## src/logic/icc_pkg.sv

```systemverilog
package icc_pkg;

    // ----------------------------------------
    // Sizes
    // ----------------------------------------
    localparam int ICC_CHANNELS = 8;
    localparam int ICC_DMA_CHANNELS = 2;
    localparam logic [2:0] ICC_DEPTH = 3'h4;

    // ----------------------------------------
    // Register map
    // ----------------------------------------
    localparam logic [7:0] ICC_MAP_END = 8'h40;
    localparam int ICC_REG_SEL_BIT = 2;
    localparam int ICC_CHAN_LSB = 3;

    // ----------------------------------------
    // Control word fields
    // ----------------------------------------
    localparam int ICC_IDLE_STOP_BIT = 13;
    localparam int ICC_TB_SEL_BIT = 7;
    localparam int ICC_CPI_LSB = 5;
    localparam int ICC_OVF_BIT = 4;
    localparam int ICC_BNE_BIT = 3;
    localparam int ICC_MODE_LSB = 0;

    // ----------------------------------------
    // Prescaler terminal counts
    // ----------------------------------------
    localparam logic [3:0] ICC_DIV4_LAST = 4'h3;
    localparam logic [3:0] ICC_DIV16_LAST = 4'hF;

    typedef enum logic [2:0] {
        ICC_OFF = 3'h0,
        ICC_BOTH = 3'h1,
        ICC_FALL = 3'h2,
        ICC_RISE = 3'h3,
        ICC_DIV4 = 3'h4,
        ICC_DIV16 = 3'h5,
        ICC_RSVD = 3'h6,
        ICC_INT_ONLY = 3'h7
    } icc_mode_t;

    typedef struct packed {
        logic idleStop;
        logic timeBaseSel;
        logic [1:0] capturesPerInterruptSelect;
        icc_mode_t mode;
    } icc_ctrl_t;

    localparam icc_ctrl_t ICC_CTRL_RST = '{1'b0, 1'b0, 2'h0, ICC_OFF};

    typedef struct packed {
        logic psel;
        logic penable;
        logic pwrite;
        logic [7:0] paddr;
        logic [31:0] pwdata;
    } icc_apb_req_t;

    function automatic logic [2:0] icc_chan_of(input logic [7:0] addr);
        icc_chan_of = addr[ICC_CHAN_LSB+:3];
    endfunction

endpackage

```

## src/logic/icc_top.sv

```systemverilog
// The APB interface to the registers and the register addresses were left to the implementer.
`timescale 1ns/1ps
module icc_top
(
    input wire logic clock,
    input wire logic rstn,
    input wire icc_pkg::icc_apb_req_t apbReq,
    output logic [31:0] prdata,
    output logic pready,
    output logic pslverr,
    input wire logic [15:0] timeBaseACount,
    input wire logic [15:0] timeBaseBCount,
    input wire logic [7:0] captureInputPin,
    input wire logic cpuIdle,
    input wire logic cpuSleep,
    output logic [7:0] captureIrq,
    output logic [1:0] dmaReq,
    output logic wakeReq
);
    import icc_pkg::*;

    // ----------------------------------------
    // Bus decode
    // ----------------------------------------
    logic [31:0] prdata_ff;
    logic pready_ff;
    logic pslverr_ff;
    logic popOk_ff;
    logic wake_ff;
    logic [7:0] syncA_ff;
    logic [7:0] syncB_ff;
    logic [7:0] irqVec;
    logic [7:0] wakeVec;
    logic [7:0] bneVec;
    logic [31:0] ctrlWord [ICC_CHANNELS];
    logic [31:0] headWord [ICC_CHANNELS];

    wire access = apbReq.psel & apbReq.penable;
    wire load = access & ~pready_ff;
    wire done = access & pready_ff;
    wire [2:0] chan = icc_chan_of(apbReq.paddr);
    wire regSel = apbReq.paddr[ICC_REG_SEL_BIT];
    wire mapped = (apbReq.paddr < ICC_MAP_END) &
                  (apbReq.paddr[1:0] == 2'h0);

    // ----------------------------------------
    // Read mux
    // ----------------------------------------
    wire [31:0] rdMux = regSel ? headWord[chan] : ctrlWord[chan];
    wire rdPop = mapped & ~apbReq.pwrite & regSel & bneVec[chan];

    wire nxt_pready = load;
    wire nxt_pslverr = load & ~mapped;
    wire [31:0] nxt_prdata = load ? (mapped ? rdMux : 32'h0) : prdata_ff;
    wire nxt_popOk = load & rdPop;

    // One wait state so the read word settles before sampling
    always_ff @(posedge clock or negedge rstn)
    begin
        if (!rstn)
        begin
            pready_ff <= 1'b0;
            pslverr_ff <= 1'b0;
        end
        else
        begin
            pready_ff <= nxt_pready;
            pslverr_ff <= nxt_pslverr;
        end
    end

    always_ff @(posedge clock or negedge rstn)
    begin
        if (!rstn)
        begin
            prdata_ff <= 32'h0;
            popOk_ff <= 1'b0;
        end
        else
        begin
            prdata_ff <= nxt_prdata;
            popOk_ff <= nxt_popOk;
        end
    end

    // ----------------------------------------
    // Pin synchroniser
    // ----------------------------------------
    always_ff @(posedge clock or negedge rstn)
    begin
        if (!rstn)
        begin
            syncA_ff <= 8'h0;
            syncB_ff <= 8'h0;
        end
        else
        begin
            syncA_ff <= captureInputPin;
            syncB_ff <= syncA_ff;
        end
    end

    // ----------------------------------------
    // Wake request
    // ----------------------------------------
    // Any enabled channel edge wakes, so idle stop cannot block wake
    wire nxt_wake = |wakeVec;

    always_ff @(posedge clock or negedge rstn)
    begin
        if (!rstn)
            wake_ff <= 1'b0;
        else
            wake_ff <= nxt_wake;
    end

    // ----------------------------------------
    // Channels
    // ----------------------------------------
    for (genvar g = 0; g < ICC_CHANNELS; g++)
    begin : gChan
        // ----------------------------------------
        // Channel state
        // ----------------------------------------
        icc_ctrl_t ctrl_ff;
        logic [15:0] mem_ff [4];
        logic [1:0] wp_ff;
        logic [1:0] rp_ff;
        logic [2:0] fill_ff;
        logic ovf_ff;
        logic [3:0] pre_ff;
        logic [1:0] evCnt_ff;
        logic prev_ff;
        logic irq_ff;

        wire sel = apbReq.paddr < ICC_MAP_END && chan == 3'(g);
        wire wrCtrl = done & apbReq.pwrite & mapped & sel & ~regSel;
        wire pop = done & popOk_ff & sel;
        icc_ctrl_t newCtrl;
        assign newCtrl = '{apbReq.pwdata[ICC_IDLE_STOP_BIT],
                           apbReq.pwdata[ICC_TB_SEL_BIT],
                           apbReq.pwdata[ICC_CPI_LSB+:2],
                           icc_mode_t'(apbReq.pwdata[ICC_MODE_LSB+:3])};
        wire modeChg = wrCtrl & (newCtrl.mode != ctrl_ff.mode);
        wire clearAll = wrCtrl & (newCtrl.mode == ICC_OFF);
        // Halting drops pin edges seen while the processor idles
        wire halt = ctrl_ff.idleStop & cpuIdle;
        wire active = (ctrl_ff.mode != ICC_OFF) & ~halt & ~modeChg;

        // ----------------------------------------
        // Edge select
        // ----------------------------------------
        wire rise = syncB_ff[g] & ~prev_ff;
        wire fall = ~syncB_ff[g] & prev_ff;
        wire [3:0] preLast = (ctrl_ff.mode == ICC_DIV4) ?
                             ICC_DIV4_LAST : ICC_DIV16_LAST;
        wire preHit = rise & (pre_ff == preLast);
        logic edgeSel;
        always_comb
        begin
            case (ctrl_ff.mode)
                ICC_BOTH: edgeSel = rise | fall;
                ICC_FALL: edgeSel = fall;
                ICC_RISE: edgeSel = rise;
                ICC_DIV4: edgeSel = preHit;
                ICC_DIV16: edgeSel = preHit;
                default: edgeSel = 1'b0;
            endcase
        end
        wire capEv = active & edgeSel;
        wire intOnly = active & (ctrl_ff.mode == ICC_INT_ONLY) & rise;
        wire full = fill_ff == ICC_DEPTH;
        wire push = capEv & ~full;
        wire irqHit = capEv & (evCnt_ff == ctrl_ff.capturesPerInterruptSelect);
        wire [15:0] capVal = ctrl_ff.timeBaseSel ?
                             timeBaseACount : timeBaseBCount;

        // ----------------------------------------
        // Channel next state
        // ----------------------------------------
        icc_ctrl_t nxt_ctrl;
        assign nxt_ctrl = wrCtrl ? newCtrl : ctrl_ff;
        // Mode change restarts prescaler and capture count
        wire restart = modeChg | (active & preHit);
        wire [3:0] nxt_pre = restart ? 4'h0 :
                             (active & rise) ? pre_ff + 4'h1 : pre_ff;
        wire [1:0] nxt_evCnt = (modeChg | irqHit) ? 2'h0 :
                               capEv ? evCnt_ff + 2'h1 : evCnt_ff;
        wire nxt_irq = irqHit | intOnly;
        wire [1:0] nxt_wp = clearAll ? 2'h0 : wp_ff + {1'b0, push};
        wire [1:0] nxt_rp = clearAll ? 2'h0 : rp_ff + {1'b0, pop};
        wire [2:0] nxt_fill = clearAll ? 3'h0 :
                              fill_ff + {2'h0, push} - {2'h0, pop};
        // Set beats a pop clear when both land together; clearAll beats set
        wire nxt_ovf = ~clearAll & ((capEv & full) | (ovf_ff & ~pop));

        // ----------------------------------------
        // Channel registers
        // ----------------------------------------
        always_ff @(posedge clock or negedge rstn)
        begin
            if (!rstn)
            begin
                ctrl_ff <= ICC_CTRL_RST;
                prev_ff <= 1'b0;
                irq_ff <= 1'b0;
            end
            else
            begin
                ctrl_ff <= nxt_ctrl;
                prev_ff <= syncB_ff[g];
                irq_ff <= nxt_irq;
            end
        end

        always_ff @(posedge clock or negedge rstn)
        begin
            if (!rstn)
            begin
                pre_ff <= 4'h0;
                evCnt_ff <= 2'h0;
            end
            else
            begin
                pre_ff <= nxt_pre;
                evCnt_ff <= nxt_evCnt;
            end
        end

        always_ff @(posedge clock or negedge rstn)
        begin
            if (!rstn)
            begin
                wp_ff <= 2'h0;
                rp_ff <= 2'h0;
                fill_ff <= 3'h0;
                ovf_ff <= 1'b0;
            end
            else
            begin
                wp_ff <= nxt_wp;
                rp_ff <= nxt_rp;
                fill_ff <= nxt_fill;
                ovf_ff <= nxt_ovf;
            end
        end

        always_ff @(posedge clock)
        begin
            if (push)
                mem_ff[wp_ff] <= capVal;
        end

        // ----------------------------------------
        // Status and read words
        // ----------------------------------------
        assign bneVec[g] = fill_ff != 3'h0;
        assign irqVec[g] = irq_ff;
        assign wakeVec[g] = (cpuSleep | cpuIdle) & (rise | fall) &
                            (ctrl_ff.mode != ICC_OFF);
        assign headWord[g] = bneVec[g] ? {16'h0, mem_ff[rp_ff]} : 32'h0;
        assign ctrlWord[g] = {18'h0, ctrl_ff.idleStop, 5'h0,
                              ctrl_ff.timeBaseSel,
                              ctrl_ff.capturesPerInterruptSelect,
                              ovf_ff, bneVec[g], ctrl_ff.mode};
    end

    // ----------------------------------------
    // Outputs
    // ----------------------------------------
    assign prdata = prdata_ff;
    assign pready = pready_ff;
    assign pslverr = pslverr_ff;
    assign captureIrq = irqVec;
    // Request tracks the interrupt, so one capture per request needs cpi 00
    assign dmaReq = irqVec[ICC_DMA_CHANNELS-1:0];
    assign wakeReq = wake_ff;

endmodule

```

## config.mk

```make
export PLATFORM = sky130hd
export DESIGN_NAME = icc_top
export DESIGN_NICKNAME = d
export VERILOG_FILES = /design/src/logic/icc_pkg.sv /design/src/logic/icc_top.sv
export SDC_FILE = /design/constraint.sdc
export NUM_CORES = 1
export LEC_CHECK = 0
export BUFFER_PORTS_ARGS = -buffer_cell sky130_fd_sc_hd__buf_4
export CAP_MARGIN = 0
export CORE_MARGIN = 2
export CORE_UTILIZATION = 40
export DETAILED_ROUTE_END_ITERATION = 16
export PLACE_DENSITY = 0.68
export SLEW_MARGIN = 10
export SYNTH_ARGS = -nofsm -noshare
export SYNTH_HDL_FRONTEND = slang
export SYNTH_SLANG_ARGS = --single-unit
```

## constraint.sdc

```tcl
create_clock -name clock -period 3.28 [get_ports clock]
set_clock_uncertainty 0.1 [all_clocks]
set_input_delay 0.164 -clock clock [delete_from_list [all_inputs] [get_ports clock]]
set_output_delay 0.164 -clock clock [all_outputs]
set_load 0.01 [all_outputs]
```

# Word level (Yosys, flattened, before mapping)
# Memories as Yosys holds them, arrays and structs flattened.
# Index checks and enable logic that the tools add are counted.
# Widths: inputs -> output; s select.
dict set report totals {
  reg_bits 236
  ramBits 512
  wordCells 713
  n_memories 8
}
# name words word_bits rd rd_clocked_by_memory_dff wr line
set memory_table {}
lappend memory_table {{gChan[0].mem_ff} 4 16 1 0 1 icc_top.sv:126} ;# logic [15:0] mem_ff [4];
lappend memory_table {{gChan[1].mem_ff} 4 16 1 0 1 icc_top.sv:126}
lappend memory_table {{gChan[2].mem_ff} 4 16 1 0 1 icc_top.sv:126}
lappend memory_table {{gChan[3].mem_ff} 4 16 1 0 1 icc_top.sv:126}
lappend memory_table {{gChan[4].mem_ff} 4 16 1 0 1 icc_top.sv:126}
lappend memory_table {{gChan[5].mem_ff} 4 16 1 0 1 icc_top.sv:126}
lappend memory_table {{+2 memories} -- -- -- -- -- --}
dict set report op_classes {
  add_sub_neg 48
  magnitude_cmp 3
  n_eq_ne 87
  n_mux 114
  bitwise 298
  reduce_logical 52
}
# op count
set ops {}
lappend ops {{$mux 16} 16}
lappend ops {{$and 1x1->1} 196}
lappend ops {{$bmux 32 s3} 2}
lappend ops {{$mux 32} 6}
lappend ops {{$eq 3x3->1 const B} 36}
lappend ops {{$mux 4} 24}
lappend ops {{$mux 2} 32}
lappend ops {{$not 1->1} 60}
lappend ops {{$eq 3x2->1 const B} 18}
lappend ops {{$reduce_bool 3->1} 16}
lappend ops {{$or 1x1->1} 41}
lappend ops {{$add 2x1->2} 16}
lappend ops {{$add 4x1->4 const B} 8}
lappend ops {{$eq 4x4->1} 8}
lappend ops {{$pmux 1 s4} 8}
lappend ops {{$reduce_bool 2->1} 16}
lappend ops {{$eq 3x1->1 const B} 9}
lappend ops {{$add 3x1->3} 8}
lappend ops {{$mux 3} 8}
lappend ops {{$ne 3x3->1} 8}
lappend ops {{$sub 3x1->3} 8}
lappend ops {{$mux 1} 17}
lappend ops {{$add 2x1->2 const B} 8}
lappend ops {{$eq 2x2->1} 8}
lappend ops {{10 further kinds} 25}

# Logic depth before layout (Yosys ltp)
# Gate-level depths: netlist of the first run.
dict set report depth {
  depth_word 14
  ltp_mapped 14
  ltp_nobuf 13
}

# Worst setup path before layout of the first run
# No wires, ideal clock.
dict set report synth_path {
  kind {reg2reg}
  startpoint {reg gChan[3].ctrl_ff (netlist bit ctrlWord[130])}
  endpoint {mem gChan[3].mem_ff[1][0], enable pin}
  arrival_time_ns 3.039
  t_required_ns 2.767
  slack_ns -0.272
  path_stages_with_launch 8
  synth_period_minus_slack_ns 3.552
  path_cell_list {dfrtp_1 > clkbuf_1 > nor3b_1 > mux2i_1 > nand3_1 > a21oi_1 > o211ai_1 > nor3b_1}
}
dict set report synth_between {
  elab_chain_cells 9
  elab_cells_between_ends 20
  cone_classes {eq/ne (7); mux (4); bitwise (7); reduce/logical (2)}
}
# item line
set synth_rtl {}
lappend synth_rtl {{from (decl)} icc_top.sv:125} ;# icc_ctrl_t ctrl_ff;
lappend synth_rtl {{from (signal assigned)} icc_top.sv:210} ;# ctrl_ff <= nxt_ctrl;
lappend synth_rtl {{$eq 3x3->1} {icc_top.sv:155, icc_top.sv:161}}
lappend synth_rtl {{$mux 4} icc_top.sv:155} ;# wire [3:0] preLast = (ctrl_ff.mode == ICC_DIV4) ?
lappend synth_rtl {{$eq 4x4->1} icc_top.sv:157} ;# wire preHit = rise & (pre_ff == preLast);
lappend synth_rtl {{$and 1x1->1} icc_top.sv:157}
lappend synth_rtl {{$pmux 1 s4} icc_top.sv:161} ;# case (ctrl_ff.mode)
lappend synth_rtl {{$and 1x1->1 *} icc_top.sv:170} ;# wire capEv = active & edgeSel;
lappend synth_rtl {{$and 1x1->1 *} icc_top.sv:173} ;# wire push = capEv & ~full;
lappend synth_rtl {{$mux 1 *} icc_top.sv:250} ;# if (push)
lappend synth_rtl {{$mux 1 (not written as such) *} icc_top.sv:251} ;# mem_ff[wp_ff] <= capVal;
lappend synth_rtl {{to (decl)} icc_top.sv:126}
# Every way passes the cells marked *; elsewhere a longest branch is shown, timed or not.

# Final worst setup path of the first run
dict set report layout_path {
  startpoint {reg gChan[7].ctrl_ff (netlist bit ctrlWord[1])}
  endpoint {reg gChan[7].fill_ff[2]}
}
dict set report layout_between {
  elab_chain_cells 10
  elab_cells_between_ends 21
  cone_classes {add/sub (2); eq/ne (7); mux (3); bitwise (7); reduce/logical (2)}
}
# item line
set layout_rtl {}
lappend layout_rtl {{from (decl)} icc_top.sv:125}
lappend layout_rtl {{from (signal assigned)} icc_top.sv:210}
lappend layout_rtl {{$eq 3x3->1} {icc_top.sv:155, icc_top.sv:161}}
lappend layout_rtl {{$mux 4} icc_top.sv:155}
lappend layout_rtl {{$eq 4x4->1} icc_top.sv:157}
lappend layout_rtl {{$and 1x1->1} icc_top.sv:157}
lappend layout_rtl {{$pmux 1 s4} icc_top.sv:161}
lappend layout_rtl {{$and 1x1->1 *} icc_top.sv:170}
lappend layout_rtl {{$and 1x1->1 *} icc_top.sv:173}
lappend layout_rtl {{$add 3x1->3 *} icc_top.sv:193} ;# fill_ff + {2'h0, push} - {2'h0, pop};
lappend layout_rtl {{$sub 3x1->3 *} icc_top.sv:193}
lappend layout_rtl {{$mux 3 *} icc_top.sv:192} ;# wire [2:0] nxt_fill = clearAll ? 3'h0 :
lappend layout_rtl {{via gChan[7].nxt_fill[2]} icc_top.sv:192}
lappend layout_rtl {{to (signal assigned)} icc_top.sv:243} ;# fill_ff <= nxt_fill;
lappend layout_rtl {{to (decl)} icc_top.sv:129} ;# logic [2:0] fill_ff;
# Mark *: on every way through the listed nets, which the timed path passes. The rest lies on a longest branch.
# A chain may end at the register's enable or synchronous reset.

==> metrics.txt, run 1 <==
# TYPE chip_impl_metric gauge
chip_impl_info{name="outcome",value="completed"} 1
chip_impl_metric{name="syn-mean-instance-area",unit="um^2"} 15.2
chip_impl_metric{name="via_count_of_the_first_global_routing_pass",unit=""} 20800
chip_impl_metric{name="timing.max_cap.violations",unit=""} 0
chip_impl_metric{name="io_buffer_count",unit=""} 90
chip_impl_info{name="yosys.area.top_type",value="edfxtp_1"} 1
chip_impl_metric{name="synth-seq-area-share",unit=""} 0.622
chip_impl_metric{name="start_util",unit=""} 0.403
chip_impl_metric{name="clkSinkCount",unit=""} 732
chip_impl_metric{name="timing.final.max_slew_violations",unit=""} 0
chip_impl_metric{name="synth-async-reset-ratio",unit=""} 0.301
chip_impl_metric{name="cp.arrival",unit="ns"} 3.54
chip_impl_metric{name="synth_warnings",unit=""} 0
chip_impl_info{name="layout_commonest_cell",value="edfxtp_1"} 1
chip_impl_metric{name="syn_area",unit="um^2"} 33600
chip_impl_metric{name="post_route_cells_drive_above_1_share",unit=""} 0.289
chip_impl_metric{name="post-place-cells",unit=""} 3370
chip_impl_metric{name="nFillCells",unit=""} 7043
chip_impl_metric{name="numCtsBuffers",unit=""} 72
chip_impl_metric{name="critPathMaxFanout",unit=""} 8
chip_impl_metric{name="finalWeightedCongestion",unit=""} 0.880
chip_impl_metric{name="netlist.area_leader.share",unit=""} 0.458
chip_impl_metric{name="die-width",unit="um"} 294
chip_impl_metric{name="global_route.usage.total",unit=""} 0.193
chip_impl_metric{name="place_hpwl",unit="mm"} 58.6
chip_impl_metric{name="finish.utilization",unit=""} 0.469
chip_impl_metric{name="grt_pass1_wl",unit="mm"} 126
chip_impl_metric{name="drc",unit=""} 0
chip_impl_metric{name="route.vias.total",unit=""} 20300
chip_impl_metric{name="vdd.ir_drop.worst",unit="mV"} 0.377
chip_impl_metric{name="pin_count_of_the_biggest_net_entering_global_routing",unit=""} 95
chip_impl_info{name="synth-main-ff-cell",value="edfxtp_1"} 1
chip_impl_info{name="worst_hold_path_type",value="in -> async"} 1
chip_impl_metric{name="chipHeight",unit="um"} 294
chip_impl_metric{name="synthCells",unit=""} 2207
chip_impl_info{name="tritoncts",value="built"} 1
chip_impl_metric{name="pwr_density_cell",unit="nW/um^2"} 506
chip_impl_metric{name="dr.pass1.iters",unit=""} 5
chip_impl_metric{name="clk_transition_reported_paths",unit="ns"} 0.06
chip_impl_metric{name="detail_route.iter0.violations",unit=""} 1748
chip_impl_metric{name="ctsLongestPathBuffers",unit=""} 3
chip_impl_metric{name="synth_enable_flop_cells",unit=""} 512
chip_impl_info{name="timing.critical_path.from_type",value="flop"} 1
chip_impl_metric{name="setup-violations-final",unit=""} 0
chip_impl_metric{name="max_slew_margin",unit=""} 0.328
chip_impl_metric{name="per_cell_routed_wire_length",unit="um"} 23.2
chip_impl_info{name="critical_path.endpoint_type",value="flop"} 1
chip_impl_metric{name="synth_cell_types",unit=""} 90
chip_impl_metric{name="i_o_pin_cnt",unit=""} 132
chip_impl_metric{name="layout_min_cycle_time",unit="ns"} 3.16
chip_impl_metric{name="htree_num_levels",unit=""} 3
chip_impl_metric{name="post_layout_nonfiller_instances",unit=""} 3578
chip_impl_info{name="highest_count_cells_in_the_layout_ignoring_fill_and_taps",value="512 x edfxtp_1, 220 x buf_4, 218 x dfrtp_1"} 1
chip_impl_metric{name="timing_hold_violations_final",unit=""} 0
chip_impl_metric{name="detail_route.vias_per_cell",unit=""} 5.66
chip_impl_metric{name="antenna_found_initial",unit=""} 1
chip_impl_metric{name="dieArea",unit="um^2"} 86300
chip_impl_metric{name="tightestPinTransition",unit="ns"} 1.01
chip_impl_metric{name="p_leak",unit="nW"} 14.4
chip_impl_metric{name="critPathRequiredTime",unit="ns"} 3.65
chip_impl_metric{name="post_detailed_routing_wire_length",unit="mm"} 82.9
chip_impl_metric{name="syn_to_final_growth",unit="%"} 16.5
chip_impl_metric{name="clock.fmax",unit="MHz"} 316
chip_impl_metric{name="layout_worst_path_cycle_share",unit=""} 0.964
chip_impl_info{name="root_buffer",value="clkbuf_16"} 1
chip_impl_metric{name="synthesis_stage_register_bit_count",unit=""} 732
chip_impl_metric{name="placement_rows",unit=""} 106
chip_impl_metric{name="num-nets-final",unit=""} 2588
chip_impl_metric{name="ant_nets",unit=""} 0
chip_impl_metric{name="insertion_delay",unit="ns"} 0.62
chip_impl_metric{name="global_route.overflow_total",unit=""} 0
chip_impl_metric{name="n_antenna_cell",unit=""} 0
chip_impl_info{name="path_class",value="reg -> reg"} 1
chip_impl_info{name="yosys-top-cells-area",value="edfxtp_1 46%, dfrtp_1 16%, mux4_2 8.7%"} 1
chip_impl_metric{name="core",unit="um^2"} 83400
## metrics by stage
stage | hold slack [ns] | power, mW | cell area (um^2) | setup WS [ns] | TNS, ns
floorplan | -0.232 | 11.0 | 33700 | -0.272 | -10.71
global placement | 0.146 | 11.4 | 35900 | 0.185 | 0
detailed placement | 0.154 | 11.5 | 35900 | 0.0186 | 0
CTS | 0.0235 | 19.9 | 39000 | 0.0154 | 0
global route | 0.0483 | 20.4 | 39100 | -0.0152 | -0.0180
finish | 0.0534 | 19.8 | 39100 | 0.119 | 0
## Yosys cell counts, types with 25 or more instances
library cell,number
a21oi_1,52
nor2_1,145
inv_1,65
nor3_1,44
o21ai_0,39
mux4_2,130
edfxtp_1,512
xnor2_1,54
ha_1,53
mux2_2,177
a22oi_1,25
dfrtp_1,220
buf_4,36
nand2_1,90
clkbuf_1,54
mux2i_1,65
buf_2,39
nand3_1,35
## worst max-delay path: stages, from the launching register on
cell,delay [ns]
dfrtp_2,0.46
nor3b_4,0.23
mux2i_1,0.16
o32ai_2,0.27
nand2_1,0.15
or3_1,0.45
xnor2_1,0.17
ha_1,0.22
fa_1,0.42
xnor2_2,0.20
xnor2_1,0.14
nor2_1,0.06
## routing by layer
| layer | track usage | vias to the layer above | part of all wire |
|---|---|---|---|
| li1 | - | 8841 | - |
| met1 | 0.262 | 10500 | 0.42 |
| met2 | 0.317 | 726 | 0.49 |
| met3 | 0.0315 | 165 | 0.063 |
| met4 | 0.0625 | 0 | 0.031 |
| met5 | 0 | - | 0 |
## report_power, final
group          internal [mW]  switching, mW
Combinational          0.449          0.668
Sequential              10.1          0.135
Clock                   4.89           3.55
## logic make-up after synthesis
| group | count (synthesis) | synth area share |
|---|---|---|
| flops | 732 | 0.622 |
| simple gates | 514 | 0.0858 |
| mux | 373 | 0.167 |
| compound gates | 236 | 0.0502 |
| buf+inv | 217 | 0.0322 |
| xor+xnor | 73 | 0.0190 |
| fa+ha+maj | 61 | 0.0245 |
| other cells | 1 | 0.000112 |
## area by class of cell
| cell class | count | area (um^2) | area share |
|---|---|---|---|
| tap | 1080 | 1350 | 0.0345 |
| multi-input combinational | 1273 | 11800 | 0.302 |
| sequential | 732 | 20900 | 0.533 |
| timing repair buffer | 294 | 2410 | 0.0615 |
| clock inverter | 28 | 392 | 0.0100 |
| inverter | 67 | 251 | 0.00642 |
| clock buffer | 104 | 2020 | 0.0517 |
## path summary, 6_finish.rpt
kind,startpoint,endpoint,slack (ns),cells after the start
max,ctrlWord[1]$_DFFE_PN0N_,gChan[7].fill_ff[2]$_DFF_PN0_,0.12,11
max in group asynchronous,rstn,gChan[3].fill_ff[1]$_DFF_PN0_,2.07,3
min,rstn,gChan[4].evCnt_ff[1]$_DFFE_PN0P_,0.05,2
min reg2reg,syncA_ff[3]$_DFF_PN0_,syncB_ff[3]$_DFF_PN0_,0.25,0
max reg2reg,ctrlWord[1]$_DFFE_PN0N_,gChan[7].fill_ff[2]$_DFF_PN0_,0.12,11
min in group clock,apbReq[37],gChan[3].evCnt_ff[0]$_DFFE_PN0P_,0.06,3
## sequential cells by signal, indices dropped and copies added (netlist names), 16 cells and up
signal	cells
gChan.wp_ff	16
gChan.mem_ff	512
gChan.fill_ff	24
ctrlWord	56
gChan.rp_ff	16
gChan.evCnt_ff	16
gChan.pre_ff	32
prdata	16
## repair_timing
action,in CTS,in global routing
buffers inserted,0,4
endpoints found under the hold margin,679,0
hold buffers,72,0
setup endpoints to repair,0,11
gates resized for setup,0,14
No activity file was read; power rests on OpenSTA's default activity.
==> run 2, diff against run 1 <==
--- a/config.mk
+++ b/config.mk
@@ -10,7 +10,6 @@
 export CORE_MARGIN = 2
 export CORE_UTILIZATION = 40
 export DETAILED_ROUTE_END_ITERATION = 16
-export PLACE_DENSITY = 0.68
 export SLEW_MARGIN = 10
 export SYNTH_ARGS = -nofsm -noshare
 export SYNTH_HDL_FRONTEND = slang
==> run 2 against run 1 <==
Against the previous run: largest power group unchanged; via count is 1.2% lower; power is 1.8% higher; worst setup slack better by 0.0040 ns; largest cell class unchanged; first-iteration DRC count is 5.1% lower; cell area is 0.46% higher; sequential share of layout area is 0.24 points lower; register-to-register slack hardly changed.
==> metrics.txt, run 2 (same netlist as run 1, synthesis figures left out) <==
# TYPE chip_impl_metric gauge
chip_impl_info{name="outcome",value="completed"} 1
chip_impl_metric{name="layout_worst_path_cycle_share",unit=""} 0.962
chip_impl_metric{name="pwr_density_cell",unit="nW/um^2"} 512
chip_impl_info{name="crit_end",value="gChan[5].fill_ff[2]$_DFF_PN0_"} 1
chip_impl_metric{name="ant_nets",unit=""} 0
chip_impl_info{name="timing.critical_path.from_type",value="flop"} 1
chip_impl_metric{name="dieArea",unit="um^2"} 86300
chip_impl_info{name="root_buffer",value="clkbuf_16"} 1
chip_impl_metric{name="detail_route.vias_per_cell",unit=""} 5.57
chip_impl_metric{name="max_slew_margin",unit=""} 0.258
chip_impl_metric{name="detail_route.iter0.violations",unit=""} 1658
chip_impl_metric{name="post_layout_nonfiller_instances",unit=""} 3591
chip_impl_metric{name="num-nets-final",unit=""} 2597
chip_impl_metric{name="setup-violations-final",unit=""} 0
chip_impl_metric{name="finalWeightedCongestion",unit=""} 0.850
chip_impl_info{name="critical_path.endpoint_type",value="flop"} 1
chip_impl_metric{name="nFillCells",unit=""} 7150
chip_impl_metric{name="chipHeight",unit="um"} 294
chip_impl_metric{name="placement_rows",unit=""} 106
chip_impl_info{name="tritoncts",value="built"} 1
chip_impl_metric{name="post-route-worst-setup-slack",unit="ns"} 0.123
chip_impl_metric{name="power.switching",unit="mW"} 4.41
chip_impl_info{name="highest_count_cells_in_the_layout_ignoring_fill_and_taps",value="512 x edfxtp_1, 220 x buf_4, 216 x dfrtp_1"} 1
chip_impl_info{name="path_class",value="reg -> reg"} 1
chip_impl_metric{name="p_seq_frac",unit=""} 0.508
chip_impl_metric{name="pre_cts_slack",unit="ns"} 0.114
chip_impl_metric{name="p_leak",unit="nW"} 14.5
chip_impl_metric{name="grt_pass1_wl",unit="mm"} 128
chip_impl_metric{name="start_util",unit=""} 0.403
chip_impl_metric{name="tightestPinTransition",unit="ns"} 1.11
chip_impl_metric{name="global_route.overflow_total",unit=""} 0
chip_impl_metric{name="ctsLongestPathBuffers",unit=""} 3
chip_impl_metric{name="route.vias.total",unit=""} 20000
chip_impl_info{name="beginning_of_the_worst_register_to_register_path",value="syncB_ff[5]$_DFF_PN0_"} 1
chip_impl_metric{name="cp.arrival",unit="ns"} 3.54
chip_impl_metric{name="drc",unit=""} 0
chip_impl_metric{name="vdd.ir_drop.worst",unit="mV"} 0.506
chip_impl_metric{name="global_route.usage.total",unit=""} 0.197
chip_impl_metric{name="hold_slack",unit="ns"} 0.0374
chip_impl_metric{name="clock.fmax",unit="MHz"} 317
chip_impl_metric{name="place_hpwl",unit="mm"} 59.1
chip_impl_metric{name="syn_to_final_growth",unit="%"} 17.1
chip_impl_info{name="setup.worst_path.start",value="syncB_ff[5]$_DFF_PN0_"} 1
chip_impl_info{name="timing.rr.end",value="gChan[5].fill_ff[2]$_DFF_PN0_"} 1
chip_impl_metric{name="largest_register_ff_count",unit=""} 512
chip_impl_metric{name="timing.max_cap.violations",unit=""} 0
chip_impl_metric{name="comb_power_share",unit=""} 0.056
chip_impl_metric{name="timing.final.max_slew_violations",unit=""} 0
chip_impl_metric{name="power.share.clock",unit=""} 0.436
chip_impl_metric{name="via_count_of_the_first_global_routing_pass",unit=""} 20600
chip_impl_info{name="register_with_the_most_flip_flops",value="gChan.mem_ff"} 1
chip_impl_metric{name="htree_num_levels",unit=""} 3
chip_impl_metric{name="clk_transition_reported_paths",unit="ns"} 0.06
chip_impl_metric{name="die-width",unit="um"} 294
chip_impl_metric{name="numCtsBuffers",unit=""} 77
chip_impl_metric{name="pin_count_of_the_biggest_net_entering_global_routing",unit=""} 132
chip_impl_metric{name="per_cell_routed_wire_length",unit="um"} 23.5
chip_impl_metric{name="post-place-cells",unit=""} 3370
chip_impl_metric{name="timing_hold_violations_final",unit=""} 0
chip_impl_metric{name="regToRegSetupSlack",unit="ns"} 0.12
chip_impl_metric{name="core",unit="um^2"} 83400
chip_impl_metric{name="post_detailed_routing_wire_length",unit="mm"} 84.4
chip_impl_metric{name="timing.reg2reg.worst_path_depth",unit=""} 13
chip_impl_metric{name="layout_min_cycle_time",unit="ns"} 3.16
chip_impl_metric{name="antenna_found_initial",unit=""} 1
chip_impl_metric{name="clkSinkCount",unit=""} 732
chip_impl_metric{name="post_route_cells_drive_above_1_share",unit=""} 0.288
chip_impl_metric{name="netSwitchingFraction",unit=""} 0.219
chip_impl_info{name="layout_commonest_cell",value="edfxtp_1"} 1
chip_impl_metric{name="i_o_pin_cnt",unit=""} 132
chip_impl_metric{name="io_buffer_count",unit=""} 90
chip_impl_metric{name="p_int",unit="mW"} 15.7
chip_impl_info{name="worst_hold_path_type",value="in -> async"} 1
chip_impl_metric{name="critPathMaxFanout",unit=""} 4
chip_impl_metric{name="insertion_delay",unit="ns"} 0.63
chip_impl_metric{name="critPathRequiredTime",unit="ns"} 3.67
chip_impl_metric{name="dr.pass1.iters",unit=""} 6
## run 2: cell types whose count changed in the layout (fill, tap and decap cells not counted), moves of 3 or more
cell / previous run / this run
clkbuf_16: 72 / 78
clkbuf_1: 22 / 25
clkinvlp_4: 5 / 0
inv_16: 1 / 4
clkinv_1: 3 / 8
## run 2: how the worst min path moves through the flow
stage | start | to | slack (ns)
after detailed placement | rstn | syncA_ff[5]$_DFF_PN0_ | -0.15
after CTS | captureInputPin[4] | syncA_ff[4]$_DFF_PN0_ | 0.06
final | rstn | gChan[4].pre_ff[0]$_DFFE_PN0P_ | 0.04
after floorplan | rstn | ctrlWord[0]$_DFFE_PN0N_ | -0.23
after global placement | rstn | syncA_ff[5]$_DFF_PN0_ | -0.15
after global routing | captureInputPin[7] | syncA_ff[7]$_DFF_PN0_ | 0.07
## run 2: worst max-delay path: stages, from the launching register on
cell      delay [ns]
dfrtp_1         0.37
inv_1           0.06
ha_1            0.33
nand2b_1        0.09
a31oi_1         0.14
o32ai_4         0.20
nand2_2         0.14
or3_1           0.44
ha_1            0.30
inv_1           0.04
ha_1            0.19
fa_1            0.41
xnor2_1         0.16
nor2_1          0.05
## run 2: layer usage
layer	track usage	vias up	share of wire
met1	0.273	10500	0.43
met5	0	-	0.00012
met3	0.0249	123	0.049
met4	0.0523	2	0.023
li1	-	8863	-
met2	0.329	561	0.49
## run 2: power groups by stage
stage                     Sequential, mW  Combinational [mW]  Clock [mW]
after floorplan                     10.4               0.609           0
final                               10.2                1.12        8.77
after global routing                10.3                1.23        9.34
after CTS                           10.2                1.13        8.97
after detailed placement            10.4                1.06           0
after global placement              10.4                1.02           0
## run 2: metrics by stage
step	power, mW	setup TNS [ns]	cell area, um^2	utilization
after floorplan	11.0	-10.71	33700	-
after global placement	11.4	0	35900	0.431
after detailed placement	11.5	0	35900	0.431
after CTS	20.3	0	39200	0.470
after global routing	20.8	-0.0417	39300	0.471
final	20.1	0	39300	0.471
## run 2: cell type report
class / instances / area, um^2 / share of cell area
Multi-Input combinational cell: 1273 / 11800 / 0.301
Antenna cell: 1 / 2.50 / 0.0000636
Sequential cell: 732 / 20900 / 0.531
Clock buffer: 111 / 2160 / 0.0548
Tap cell: 1080 / 1350 / 0.0344
Clock inverter: 29 / 383 / 0.00974
Timing Repair Buffer: 298 / 2470 / 0.0627
Inverter: 67 / 251 / 0.00639
## run 2: timing repair
| action | CTS | global route |
|---|---|---|
| hold buffers | 74 | 0 |
| gates resized for setup | 0 | 15 |
| endpoints found under the setup margin | 0 | 11 |
| hold endpoints to repair | 812 | 0 |
| setup buffers | 0 | 6 |
==> run 3, diff against run 2 <==
--- a/config.mk
+++ b/config.mk
@@ -8,8 +8,9 @@
 export BUFFER_PORTS_ARGS = -buffer_cell sky130_fd_sc_hd__buf_4
 export CAP_MARGIN = 0
 export CORE_MARGIN = 2
-export CORE_UTILIZATION = 40
+export CORE_UTILIZATION = 56
 export DETAILED_ROUTE_END_ITERATION = 16
+export PLACE_DENSITY = 0.76
 export SLEW_MARGIN = 10
 export SYNTH_ARGS = -nofsm -noshare
 export SYNTH_HDL_FRONTEND = slang
==> run 3 against run 2 <==
Against the previous run: worst hold slack improved by 0.023 ns; worst setup slack worse by 0.028 ns; register-to-register slack worse by 0.03 ns; global-route usage is 7.2 points higher; combinational power about the same; count of clock-buffer cells in the layout shrank 5; sequential share of layout area rose by 1.1 points; cell count down 9.1%.
==> metrics.txt, run 3 (same netlist as run 1, synthesis figures left out) <==
# TYPE chip_impl_metric gauge
chip_impl_metric{name="post_route_cells_drive_above_1_share",unit=""} 0.283
chip_impl_metric{name="timing.reg2reg.worst_path_depth",unit=""} 13
chip_impl_metric{name="core",unit="um^2"} 59100
chip_impl_metric{name="pin_count_of_the_biggest_net_entering_global_routing",unit=""} 110
chip_impl_metric{name="detail_route.vias_per_cell",unit=""} 6.25
chip_impl_info{name="outcome",value="completed"} 1
chip_impl_info{name="hold_sp",value="apbReq[36]"} 1
chip_impl_metric{name="critPathMaxFanout",unit=""} 3
chip_impl_info{name="worst_hold_path.endpoint",value="gChan[7].evCnt_ff[1]$_DFFE_PN0P_"} 1
chip_impl_metric{name="placement_rows",unit=""} 89
chip_impl_info{name="maxUsedRoutingLayer",value="met4"} 1
chip_impl_metric{name="tightestPinTransition",unit="ns"} 0.971
chip_impl_metric{name="grt_pass1_wl",unit="mm"} 126
chip_impl_metric{name="ant_nets",unit=""} 0
chip_impl_metric{name="met2RoutedLength",unit="mm"} 41.2
chip_impl_info{name="timing.critical_path.from_type",value="flop"} 1
chip_impl_metric{name="global_route.overflow_total",unit=""} 0
chip_impl_metric{name="finalWeightedCongestion",unit=""} 0.884
chip_impl_metric{name="die-width",unit="um"} 249
chip_impl_metric{name="layout_min_cycle_time",unit="ns"} 3.19
chip_impl_metric{name="global_route.usage.total",unit=""} 0.269
chip_impl_metric{name="layout_worst_path_cycle_share",unit=""} 0.971
chip_impl_info{name="register_with_the_most_flip_flops",value="gChan.mem_ff"} 1
chip_impl_metric{name="drc",unit=""} 0
chip_impl_metric{name="numCtsBuffers",unit=""} 74
chip_impl_metric{name="hold_slack",unit="ns"} 0.0608
chip_impl_metric{name="regToRegSetupSlack",unit="ns"} 0.09
chip_impl_metric{name="detail_route.iter0.violations",unit=""} 2079
chip_impl_info{name="beginning_of_the_worst_register_to_register_path",value="syncB_ff[7]$_DFF_PN0_"} 1
chip_impl_metric{name="route.vias.total",unit=""} 20400
chip_impl_info{name="tritoncts",value="built"} 1
chip_impl_metric{name="per_cell_routed_wire_length",unit="um"} 25.2
chip_impl_metric{name="vdd.ir_drop.worst",unit="mV"} 0.596
chip_impl_info{name="critical-path-slowest-cell",value="or3_1"} 1
chip_impl_info{name="timing.rr.end",value="gChan[7].fill_ff[2]$_DFF_PN0_"} 1
chip_impl_metric{name="critPathBufInv",unit=""} 1
chip_impl_metric{name="layout.cell_area.non_filler",unit="um^2"} 38500
chip_impl_metric{name="cp.arrival",unit="ns"} 3.58
chip_impl_info{name="top_cell_family_by_delay_on_the_critical_path",value="adder cells"} 1
chip_impl_metric{name="clkSinkCount",unit=""} 732
chip_impl_metric{name="critPathRequiredTime",unit="ns"} 3.68
chip_impl_metric{name="start_util",unit=""} 0.568
chip_impl_info{name="layout_commonest_cell",value="edfxtp_1"} 1
chip_impl_metric{name="post-route-worst-setup-slack",unit="ns"} 0.0947
chip_impl_metric{name="whs_path_depth",unit=""} 4
chip_impl_metric{name="worst_path_largest_cell_delay",unit="ns"} 0.45
chip_impl_metric{name="routed-wl-met3",unit="mm"} 6.11
chip_impl_metric{name="p_leak",unit="nW"} 14.3
chip_impl_metric{name="pwr_density_cell",unit="nW/um^2"} 503
chip_impl_metric{name="max_slew_margin",unit=""} 0.353
chip_impl_metric{name="pre_cts_slack",unit="ns"} 0.118
chip_impl_info{name="highest_count_cells_in_the_layout_ignoring_fill_and_taps",value="512 x edfxtp_1, 220 x dfrtp_1, 212 x buf_4"} 1
chip_impl_info{name="worst_hold_path_type",value="in -> reg"} 1
chip_impl_metric{name="postPlaceCellArea",unit="um^2"} 35500
chip_impl_metric{name="syn_to_final_growth",unit="%"} 14.7
chip_impl_metric{name="timing.max_cap.violations",unit=""} 0
chip_impl_metric{name="clock.fmax",unit="MHz"} 314
chip_impl_metric{name="drt-met1-wl",unit="mm"} 32.4
chip_impl_metric{name="antenna_found_initial",unit=""} 0
chip_impl_metric{name="clk_transition_reported_paths",unit="ns"} 0.06
chip_impl_metric{name="n_antenna_cell",unit=""} 0
chip_impl_metric{name="num-nets-final",unit=""} 2581
chip_impl_info{name="root_buffer",value="clkbuf_16"} 1
chip_impl_metric{name="setup-violations-final",unit=""} 0
chip_impl_metric{name="finish.utilization",unit=""} 0.652
chip_impl_metric{name="io_buffer_count",unit=""} 90
chip_impl_metric{name="place_hpwl",unit="mm"} 56.1
chip_impl_info{name="critical_path.endpoint_type",value="flop"} 1
chip_impl_metric{name="power",unit="mW"} 19.4
chip_impl_info{name="crit_top_cell",value="xnor2_1"} 1
chip_impl_metric{name="dr.pass1.iters",unit=""} 5
chip_impl_metric{name="insertion_delay",unit="ns"} 0.64
chip_impl_metric{name="post_detailed_routing_wire_length",unit="mm"} 82.3
chip_impl_info{name="worstPathCellList",value="inv_1 > ha_1 > nand2b_1 > a31oi_1 > o32ai_4 > nand2_2 > or3_1 > xnor2_1 > ha_1 > fa_1 > xnor2_1 > xnor2_1 > nor2_1"} 1
chip_impl_metric{name="largest_register_ff_count",unit=""} 512
chip_impl_metric{name="htree_num_levels",unit=""} 3
chip_impl_metric{name="timing.final.max_slew_violations",unit=""} 0
chip_impl_metric{name="chipHeight",unit="um"} 249
chip_impl_metric{name="dieArea",unit="um^2"} 62000
chip_impl_info{name="path_class",value="reg -> reg"} 1
chip_impl_metric{name="i_o_pin_cnt",unit=""} 132
chip_impl_metric{name="timing_hold_violations_final",unit=""} 0
chip_impl_metric{name="via_count_of_the_first_global_routing_pass",unit=""} 21000
chip_impl_metric{name="ctsLongestPathBuffers",unit=""} 3
[run 3: cell count changes in the layout (fill, tap and decap cells not counted), sizes merged]
cell         before  now
diode             1    0
clkbuf          111  106
bufinv            7    0
dlygate4sd3      74   72
clkinv           19   27
inv              70   68
buf             224  213
[run 3: report_power, final]
group	switching (mW)	internal (mW)	total, mW
Sequential	0.139	10.1	10.2
Clock	3.55	4.47	8.02
Combinational	0.671	0.449	1.12
[run 3: stage by stage]
stage | setup TNS [ns] | std cells
2_1_floorplan | -10.71 | 2222
3_3_place_gp | 0 | 3057
3_5_place_dp | 0 | 3057
4_1_cts | 0 | 3263
5_1_grt | -0.0557 | 3264
6_report | 0 | 3264
[run 3: worst max path at each step]
stage                                   startpoint                         endpoint  slack (ns)  cells past startpoint
global route                 syncB_ff[2]$_DFF_PN0_    gChan[2].fill_ff[2]$_DFF_PN0_       -0.04                     13
finish                       syncB_ff[7]$_DFF_PN0_    gChan[7].fill_ff[2]$_DFF_PN0_        0.09                     13
detailed placement  gChan[0].pre_ff[3]$_DFFE_PN0P_    gChan[0].fill_ff[2]$_DFF_PN0_        0.12                     11
floorplan                ctrlWord[130]$_DFFE_PN0N_  gChan[3].mem_ff[1][0]$_DFFE_PP_       -0.27                      7
global placement         ctrlWord[193]$_DFFE_PN0N_    gChan[1].fill_ff[2]$_DFF_PN0_        0.23                     11
CTS                          syncB_ff[1]$_DFF_PN0_    gChan[1].fill_ff[2]$_DFF_PN0_        0.11                     13
[run 3: final cells by class]
| class | count | area (um^2) |
|---|---|---|
| repair buffers | 285 | 2330 |
| multi-input cells | 1273 | 11800 |
| fillers | 4014 | 20600 |
| inverters | 67 | 251 |
| well taps | 773 | 967 |
| flip-flops and latches | 732 | 20900 |
| clock inverters | 28 | 186 |
| clock buffers | 106 | 2090 |
[run 3: repair_timing]
item                                   CTS  global route
resized for setup                        0             9
hold buffers                            72             0
setup endpoints to repair                0             6
buffers inserted                         0             1
endpoints found under the hold margin  693             0
[run 3: routing by layer]
layer,track usage,vias to the layer above
met5,0,-
met1,0.362,10500
li1,-,8816
met3,0.0463,183
met2,0.450,897
met4,0.0900,0
[run 3: worst reg2reg max path, stage by stage, from the launching register on]
cell      delay [ns]
dfrtp_1         0.39
inv_1           0.08
ha_1            0.35
nand2b_1        0.09
a31oi_1         0.13
o32ai_4         0.20
nand2_2         0.13
or3_1           0.45
xnor2_1         0.16
ha_1            0.20
fa_1            0.39
xnor2_1         0.21
xnor2_1         0.14
nor2_1          0.05
